$ cat config.mk
export PLATFORM = sky130hd
export DESIGN_NAME = timer2_reload_capture_baud
export DESIGN_NICKNAME = d
export VERILOG_FILES = /design/src/timer2_pkg.sv /design/src/timer2_reload_capture_baud.sv /design/src/baud_divider.sv
export SDC_FILE = /design/constraint.sdc
export NUM_CORES = 1
export LEC_CHECK = 0
export BUFFER_PORTS_ARGS = -buffer_cell sky130_fd_sc_hd__buf_2
export CAP_MARGIN = 10
export CORE_MARGIN = 10
export CORE_UTILIZATION = 40
export CTS_CLUSTER_SIZE = 25
export DETAILED_ROUTE_END_ITERATION = 10
export MAX_ROUTING_LAYER = met4
export PLACE_DENSITY = 0.68
export SYNTH_ARGS = -nofsm -noshare
export SYNTH_HDL_FRONTEND = slang
export SYNTH_SLANG_ARGS = --single-unit
$ cat constraint.sdc
create_clock -name i_clock -period 8.3 [get_ports i_clock]
set_input_delay 0.83 -clock i_clock [delete_from_list [all_inputs] [get_ports i_clock]]
set_output_delay 0.83 -clock i_clock [all_outputs]
set_load 0.05 [all_outputs]
$ cat src/timer2_pkg.sv
package timer2_pkg;
   // Counter geometry and reset values.
   localparam int             COUNT_WIDTH    = 16;
   localparam logic [15:0]    COUNT_RESET    = 16'h0000;
   localparam logic [15:0]    RELOAD_RESET   = 16'h0000;
   localparam logic [15:0]    COUNT_MAX      = 16'hFFFF;
   // Clock rate and prescale ratios in oscillator cycles per count.
   localparam int             CLOCK_HZ       = 50_000_000;
   localparam int             DIV_TIMER      = 12;
   localparam int             DIV_BAUD       = 2;
   localparam int             DIV_PIN_MIN    = 24;
   localparam int             BAUD_DIVIDE    = 16;
   localparam int             PRESCALE_WIDTH = 4;
   localparam logic [3:0]     PRESCALE_TIMER = 4'(DIV_TIMER - 1);
   localparam logic [3:0]     PRESCALE_BAUD  = 4'(DIV_BAUD - 1);
   localparam logic [3:0]     BAUD_DIV_LAST  = 4'(BAUD_DIVIDE - 1);
   // Operating modes.
   typedef enum logic [1:0] {MODE_RELOAD, MODE_CAPTURE, MODE_FREE, MODE_BAUD} mode_t;
endpackage

$ cat src/timer2_reload_capture_baud.sv
`timescale 1ns/1ns
// Function
// - Capture mode with trigger enabled copies count to reload register on trigger fall.
// - Reload mode reloads on overflow, and on trigger fall when trigger enabled.
// - Any baud select set forces reload on overflow, ignoring capture select.
// - Port B has its own receive and transmit baud selects, same behaviour.
// - Capture select set, trigger disabled, running: plain 16-bit up counter.
// - Timer counts at clock/12; outside baud mode the counter counts pin edges, at most clock/2.
// - Baud mode never raises the overflow flag.
// - Baud mode with trigger enabled: trigger fall raises external flag.
// - Transmit select 0 uses other timer, 1 uses this timer's overflows.
// - Receive select picks its source the same way as transmit.
// - Receive and transmit sources are chosen independently.
// - Baud mode reloads both count bytes from reload register on rollover.
// - Baud mode timer operation advances at clock/2 instead of clock/12.
// - Serial baud clock equals this timer's overflow rate divided by 16.
// - Baud mode trigger fall sets external flag but never reloads.
module timer2_reload_capture_baud
   import timer2_pkg::*;
(
   input  wire logic        i_clock,               // 50 MHz system clock.
   input  wire logic        i_rst_b,               // Synchronous reset, active low.
   input  wire logic        i_timer_run,           // Run bit.
   input  wire logic        i_counter_mode,        // 1 counts the pin outside baud mode, 0 counts clocks.
   input  wire logic        i_capture_select,      // 1 capture, 0 reload.
   input  wire logic        i_trigger_enable,      // Enables trigger pin action.
   input  wire logic        i_rx_baud_select,      // Port A receive source.
   input  wire logic        i_tx_baud_select,      // Port A transmit source.
   input  wire logic        i_rx_baud_select_port1, // Port B receive source.
   input  wire logic        i_tx_baud_select_port1, // Port B transmit source.
   input  wire logic        i_trigger_pin,         // Asynchronous trigger pin.
   input  wire logic        i_count_input_pin,     // Asynchronous count pin.
   input  wire logic        i_other_timer_tick,    // Baud tick from other timer.
   input  wire logic        i_count_write,         // Loads the count.
   input  wire logic        i_reload_write,        // Loads the reload register.
   input  wire logic [15:0] i_write_data,          // Data for the two writes.
   input  wire logic        i_overflow_clear,      // Clears overflow flag.
   input  wire logic        i_external_clear,      // Clears external flag.
   output logic [15:0]      o_count,               // Count high and low bytes.
   output logic [15:0]      o_reload,              // Reload or capture register.
   output logic             o_overflow_flag,       // Sticky overflow flag.
   output logic             o_external_flag,       // Sticky trigger flag.
   output logic             o_baud_mode,           // Baud generator mode active.
   output logic             o_rx_clock_port_a,     // Port A receive baud tick.
   output logic             o_tx_clock_port_a,     // Port A transmit baud tick.
   output logic             o_rx_clock_port_b,     // Port B receive baud tick.
   output logic             o_tx_clock_port_b      // Port B transmit baud tick.
);
   // Pin synchronisers; the first stage feeds only the second.
   logic [1:0] trig_sync;
   logic [1:0] cnt_sync;
   logic       trig_last;
   logic       cnt_last;
   logic [3:0] prescale;
   logic [3:0] next_prescale;
   logic [15:0] next_count;
   logic [15:0] next_reload;
   logic        next_overflow_flag;
   logic        next_external_flag;
   logic        trig_fall;
   logic        cnt_fall;
   logic        step;
   logic        overflow;
   logic        baud_tick;
   mode_t       mode;

   // Synchronises the pins and keeps the previous sampled level.
   always_ff @(posedge i_clock)
   begin
      if (!i_rst_b)
      begin
         trig_sync <= 2'b11;
         cnt_sync  <= 2'b11;
         trig_last <= 1'b1;
         cnt_last  <= 1'b1;
      end
      else
      begin
         trig_sync <= {trig_sync[0], i_trigger_pin};
         cnt_sync  <= {cnt_sync[0], i_count_input_pin};
         trig_last <= trig_sync[1];
         cnt_last  <= cnt_sync[1];
      end
   end

   // Mode decode: baud selects override the capture select.
   always_comb
   begin
      if (o_baud_mode)
         mode = MODE_BAUD;
      else if (!i_capture_select)
         mode = MODE_RELOAD;
      else if (i_trigger_enable)
         mode = MODE_CAPTURE;
      else
         mode = MODE_FREE;
   end

   // Either port's pair of selects puts the timer in baud mode, since both pairs act alike.
   assign o_baud_mode = i_rx_baud_select | i_tx_baud_select | i_rx_baud_select_port1 | i_tx_baud_select_port1;
   assign trig_fall   = trig_last & ~trig_sync[1];
   assign cnt_fall    = cnt_last & ~cnt_sync[1];
   assign overflow    = step && (o_count == COUNT_MAX);
   assign baud_tick   = overflow && (mode == MODE_BAUD);

   // Prescaler and count step selection.
   // The limit test uses >= so that a switch from the slow to the fast ratio in mid-count
   // steps at once instead of running the four-bit prescaler through its wrap.
   always_comb
   begin
      next_prescale = prescale;
      step          = 1'b0;
      if (!i_timer_run)
         next_prescale = 4'h0;
      else if (i_counter_mode && mode != MODE_BAUD)
         step = cnt_fall;
      else if (prescale >= ((mode == MODE_BAUD) ? PRESCALE_BAUD : PRESCALE_TIMER))
      begin
         next_prescale = 4'h0;
         step          = 1'b1;
      end
      else
         next_prescale = prescale + 4'h1;
   end

   // Count, reload register and flags.
   always_comb
   begin
      next_count         = o_count;
      next_reload        = o_reload;
      next_overflow_flag = o_overflow_flag & ~i_overflow_clear;
      next_external_flag = o_external_flag & ~i_external_clear;
      if (step)
         next_count = o_count + 16'h0001;
      if (overflow)
      begin
         if (mode == MODE_BAUD || mode == MODE_RELOAD)
            next_count = o_reload;
         if (mode != MODE_BAUD)
            next_overflow_flag = 1'b1;
      end
      if (i_timer_run && i_trigger_enable && trig_fall)
      begin
         next_external_flag = 1'b1;
         unique case (mode)
            MODE_RELOAD:  next_count  = o_reload;
            MODE_CAPTURE: next_reload = o_count;
            MODE_FREE:    next_count  = next_count;
            MODE_BAUD:    next_count  = next_count;
         endcase
      end
      if (i_count_write)
         next_count = i_write_data;
      if (i_reload_write)
         next_reload = i_write_data;
   end

   // Registers the counter state.
   always_ff @(posedge i_clock)
   begin
      if (!i_rst_b)
      begin
         prescale        <= 4'h0;
         o_count         <= COUNT_RESET;
         o_reload        <= RELOAD_RESET;
         o_overflow_flag <= 1'b0;
         o_external_flag <= 1'b0;
      end
      else
      begin
         prescale        <= next_prescale;
         o_count         <= next_count;
         o_reload        <= next_reload;
         o_overflow_flag <= next_overflow_flag;
         o_external_flag <= next_external_flag;
      end
   end

   // Baud outputs per direction and port: divide by 16 when this timer is picked.
   logic [3:0] sel;
   logic [3:0] tick_out;
   assign sel = {i_tx_baud_select_port1, i_rx_baud_select_port1, i_tx_baud_select, i_rx_baud_select};
   genvar g;
   generate
      for (g = 0; g < 4; g++)
      begin : gen_baud
         logic div_tick;
         baud_divider #(.RATIO(BAUD_DIVIDE)) u_div
         (
            .i_clock (i_clock),
            .i_rst_b (i_rst_b),
            .i_tick  (overflow && sel[g]),
            .o_tick  (div_tick)
         );
         assign tick_out[g] = sel[g] ? div_tick : i_other_timer_tick;
      end
   endgenerate
   assign o_rx_clock_port_a = tick_out[0];
   assign o_tx_clock_port_a = tick_out[1];
   assign o_rx_clock_port_b = tick_out[2];
   assign o_tx_clock_port_b = tick_out[3];

   // Checks on the counter behaviour.
   AST_STOP: assert property (@(posedge i_clock) disable iff (!i_rst_b)
      !i_timer_run && !i_count_write |=> o_count == $past(o_count))
      else $error("Count moved while stopped.");
   AST_NO_OVF_BAUD: assert property (@(posedge i_clock) disable iff (!i_rst_b)
      baud_tick && !o_overflow_flag |=> !o_overflow_flag)
      else $error("Overflow flag set in baud mode.");
   AST_BAUD_RELOAD: assert property (@(posedge i_clock) disable iff (!i_rst_b)
      baud_tick && !i_count_write |=> o_count == $past(o_reload))
      else $error("Baud rollover did not reload.");
   AST_CAPTURE: assert property (@(posedge i_clock) disable iff (!i_rst_b)
      i_timer_run && mode == MODE_CAPTURE && trig_fall && !i_reload_write |=> o_reload == $past(o_count))
      else $error("Capture missed.");
   AST_RELOAD_OVF: assert property (@(posedge i_clock) disable iff (!i_rst_b)
      overflow && mode == MODE_RELOAD && !i_count_write |=> o_count == $past(o_reload) && o_overflow_flag)
      else $error("Reload on overflow missed.");
   AST_EXT_FLAG: assert property (@(posedge i_clock) disable iff (!i_rst_b)
      i_timer_run && i_trigger_enable && trig_fall |=> o_external_flag)
      else $error("External flag not set.");
   AST_BAUD_RATE: assert property (@(posedge i_clock) disable iff (!i_rst_b)
      i_timer_run && mode == MODE_BAUD && !i_count_write && !i_counter_mode ##1
      i_timer_run && mode == MODE_BAUD && !i_count_write |=> o_count != $past(o_count, 2))
      else $error("Baud rate step too slow.");
   AST_FREE: assert property (@(posedge i_clock) disable iff (!i_rst_b)
      overflow && mode == MODE_FREE && !i_count_write |=> o_count == 16'h0000)
      else $error("Free count did not wrap.");
   AST_TX_SRC: assert property (@(posedge i_clock) disable iff (!i_rst_b)
      !i_tx_baud_select |-> o_tx_clock_port_a == i_other_timer_tick)
      else $error("Transmit source wrong.");
endmodule

$ cat src/baud_divider.sv
`timescale 1ns/1ns
// Divides the overflow pulse stream by a fixed ratio for one baud clock.
module baud_divider
   import timer2_pkg::*;
#(
   parameter int RATIO = BAUD_DIVIDE
)
(
   input  wire logic i_clock,     // System clock.
   input  wire logic i_rst_b,     // Synchronous reset, active low.
   input  wire logic i_tick,      // Overflow pulse in.
   output logic      o_tick       // One pulse per RATIO input pulses.
);
   // Refuses at elaboration a ratio that the four-bit count cannot serve.
   generate
      if (RATIO < 2 || RATIO > 16)
      begin : gen_bad_ratio
         $error("RATIO out of range");
      end
   endgenerate

   logic [3:0] count;
   logic [3:0] next_count;
   logic       next_tick;

   // Counts input pulses and fires on the last of each group.
   always_comb
   begin
      next_count = count;
      next_tick  = 1'b0;
      if (i_tick)
      begin
         if (count == 4'(RATIO - 1))
         begin
            next_count = 4'h0;
            next_tick  = 1'b1;
         end
         else
            next_count = count + 4'h1;
      end
   end

   // Registers the divider state.
   always_ff @(posedge i_clock)
   begin
      if (!i_rst_b)
      begin
         count  <= 4'h0;
         o_tick <= 1'b0;
      end
      else
      begin
         count  <= next_count;
         o_tick <= next_tick;
      end
   end
endmodule

==> impl_metrics.json <==
{
  "grt_pass1_vias": 3122,
  "synth_ff_type": "dfxtp_1",
  "setup_viol": 0,
  "critPathLaunchType": "input pin",
  "p_int_uw": 510.4,
  "path_max_fanout": 16,
  "rows": 34,
  "multi_input_area_um2": 2140,
  "critPathBufInv": 2,
  "hold_class": "reg -> reg",
  "nFillCells": 848,
  "tightest_slew_ns": 0.9759,
  "synth-xor-area-share_pct": 3.221,
  "wl_per_cell_um": 15.95,
  "ctsHoldBuffers": 0,
  "synth_top_family_by_area": "simple AND/OR/NAND/NOR gates",
  "reg2reg_slack_ns": 5.37,
  "clk_pin_slew_worst_paths_ns": 0.07,
  "fmax_mhz": 223.5,
  "relSlewSlack_pct": 34.94,
  "post_cts_buffers": 0,
  "grt_pass1_wl_mm": 15.19,
  "p_leak_nw": 1.837,
  "io_buffers": 71,
  "gp_congestion": 0.8106,
  "synth_area_um2": 3535,
  "clockRootBuffer": "clkbuf_8",
  "syn_avg_cell_area_um2": 8.971,
  "sw_frac_of_total_pct": 29.54,
  "cts_resized": 0,
  "drive_gt1_share_pct": 25.27,
  "crit_slowest_cell": "a21oi_2",
  "pwr-share-seq_pct": 46.1,
  "yosysUniqueCellTypes": 61,
  "ctsLongestPathBuffers": 2,
  "nNetsFinal": 497,
  "dpl.hpwl_mm": 6.577,
  "worstPathRequired_ns": 8.56,
  "netlist.top_cell.by_area": "dfxtp_1",
  "ys_async_sr_fraction_pct": 0,
  "fp.dieW_um": 114.0,
  "cap_viol_max_count": 0,
  "slew_viol_final": 0,
  "syn_nets": 437,
  "final_cells": 567,
  "via_per_inst": 5.623,
  "ir_worst_vdd_mv": 0.09210,
  "hold_viol": 0,
  "grt_usage_pct": 14.28,
  "rsz0062_at_grt": "no",
  "core_area_um2": 8678,
  "synth_edf_count": 0,
  "cts_buffers": 9,
  "yosysWarnings": 0,
  "slowest_delay_ns": 0.74,
  "power_density_nw_per_um2": 175.0,
  "initial_core_util_pct": 40.73,
  "ff_latch_area_um2": 1281,
  "end_kind": "flop",
  "path_class": "in -> reg",
  "seq_area_frac_synth_pct": 36.25,
  "grt_max_degree": 72,
  "synthMuxAreaShare_pct": 7.894,
  "min_period_over_period_pct": 53.91,
  "synth_area_leaders": "dfxtp_1, mux2i_1, nand2_1",
  "drt-initial-drc-count": 177,
  "pin_count": 72,
  "wl_mm": 9.041,
  "synthAdderAreaFrac_pct": 3.540,
  "antenna_found_initial": 0,
  "worstPathCellList": "buf_2 > or4_1 > a21oi_1 > inv_1 > ha_1 > nand2b_1 > o21ai_1 > a31oi_4 > a21oi_2 > nand3_1 > o221ai_1",
  "area_growth_pct": 17.13,
  "worst_ep_arrival_time_ns": 4.73,
  "p_clk_share_pct": 37.6,
  "synth-simple-area-share_pct": 25.17,
  "status": "completed",
  "netlist_instances": 394,
  "die-area_um2": 13000,
  "fin_crit_ns": 4.475,
  "grt.overflow.total": 0,
  "yosys_register_bits": 64,
  "dieHeight_um": 114.0,
  "clock-sinks": 64,
  "h-tree-depth": 3,
  "synth_compound_area_share_pct": 20.71,
  "routed-via-count": 3188,
  "cts_tree": "done",
  "antenna_cells": 0,
  "synth_top_area_share_pct": 36.25,
  "insertion_delay_ns": 0.35,
  "comb_power_share_pct": 16.3,
  "dp_cells": 551,
  "finalSetupTns_ns": 0,
  "ant_nets": 0,
  "finalClockSkew_ns": 0.01065,
  "switchingPower_uw": 214.0,
  "first_pass_iters": 4,
  "crit_family": "compound AO/OA/AOI/OAI gates",
  "route.detailed.drc": 0
}
-- power by group through the flow --
| stage | Combinational, mW | Sequential (mW) | Clock [mW] |
|---|---|---|---|
| floorplan | 0.0531 | 0.372 | 0 |
| global placement | 0.118 | 0.340 | 0 |
| detailed placement | 0.119 | 0.341 | 0 |
| CTS | 0.120 | 0.334 | 0.279 |
| global route | 0.127 | 0.336 | 0.291 |
| finish | 0.118 | 0.334 | 0.272 |
-- synth_stat cells (4+ instances only) --
cell type  instances
dfxtp_1           64
nand2_1           51
nand3_1           34
mux2i_1           20
clkbuf_1          17
nor2_1            17
o211a_1           16
ha_1              10
nand4_1           10
o221ai_1          10
xnor2_1           10
nand2b_1           9
o21ai_0            9
a21oi_1            8
nor2b_1            7
and2_1             6
mux2_2             6
inv_1              5
nor3_1             5
o221a_2            5
a21boi_1           4
a21o_1             4
a311o_1            4
buf_2              4
nand3_2            4
nor4_1             4
o22ai_1            4
-- state kept, by name (all words and copies together), names as in the netlist --
register,flops
trig_sync,2
o_reload,16
cnt_last,1
o_count,16
trig_last,1
gen_baud.u_div.o_tick,4
o_external_flag,1
gen_baud.u_div.count,16
o_overflow_flag,1
prescale,4
cnt_sync,2
-- worst register-to-register path, delay by kind of cell (launching register included) --
family / cells / cell delay, ns
AO/OA/AOI/OAI: 5 / 2.08
AND/OR/NAND/NOR: 1 / 0.41
flip-flops: 1 / 0.37
-- placed cells by master (no fill, tap or decap), types with 3 or more instances in the layout --
master,synthesis,final
buf_2,4,71
dfxtp_1,64,64
nand2_1,51,51
nand3_1,34,34
mux2i_1,20,20
nor2_1,17,17
o211a_1,16,16
clkbuf_8,0,11
o221ai_1,10,10
nand4_1,10,10
xnor2_1,10,10
ha_1,10,10
nand2b_1,9,9
o21ai_0,9,9
a21oi_1,8,8
nor2b_1,7,7
mux2_2,6,6
and2_1,6,6
inv_1,5,5
o221a_2,5,5
nor3_1,5,5
a21o_1,4,4
nor4_1,4,4
o22ai_1,4,4
nand3_2,4,4
a311o_1,4,4
a21boi_1,4,4
and3_1,3,3
xor2_1,3,3
o21ai_1,3,3
or4_4,3,3
a211oi_1,3,3
-- cell families (layout without fill, tap and decap cells) --
group	Yosys count	count (layout)
simple gates	165	165
compound gates	86	86
flops	64	64
buf+inv	29	94
mux	27	27
xor+xnor	13	13
fa+ha+maj	10	10
-- metal layers --
layer  track usage (%)  wire [um]  up-vias  share of wire [%]
met4             3.926         97        0                1.1
met3             3.885        436       11                4.8
met2             23.27       4311       81                 48
met5                 -          0        -                  0
met1             16.93       4195     1506                 46
li1                  -          -     1590                  -
-- cell type report --
class / count / share of cell area (%)
inverter: 6 / 0.5440
clock buffer: 13 / 3.838
sequential: 64 / 30.95
multi-input combinational: 301 / 51.68
tap: 108 / 3.264
timing repair buffer: 72 / 8.764
clock inverter: 3 / 0.9671
-- per-stage QoR --
step / area, um2 / utilization [%] / hold slack, ns / power, mW / worst slack [ns]
final: 4140 / 47.71 / 0.4083 / 0.7244 / 3.825
after global routing: 4140 / 47.71 / 0.4246 / 0.7538 / 3.573
after CTS: 4140 / 47.71 / 0.4095 / 0.7324 / 3.922
after detailed placement: 3941 / 45.42 / 0.3953 / 0.4597 / 3.575
after global placement: 3941 / 45.42 / 0.3945 / 0.4579 / 3.796
after floorplan: 3535 / - / 0.3863 / 0.4255 / 4.485
-- final timing paths --
path,cells past startpoint,end,from
worst max-delay path,11,o_count[8]$_SDFF_PN0_,i_tx_baud_select
worst min-delay path,1,cnt_sync[1]$_SDFF_PN1_,cnt_sync[0]$_SDFF_PN1_
worst max register to register,6,o_count[8]$_SDFF_PN0_,prescale[1]$_SDFFE_PN0N_
worst min register to register,1,cnt_sync[1]$_SDFF_PN1_,cnt_sync[0]$_SDFF_PN1_
(Power assumes the default switching activity.)
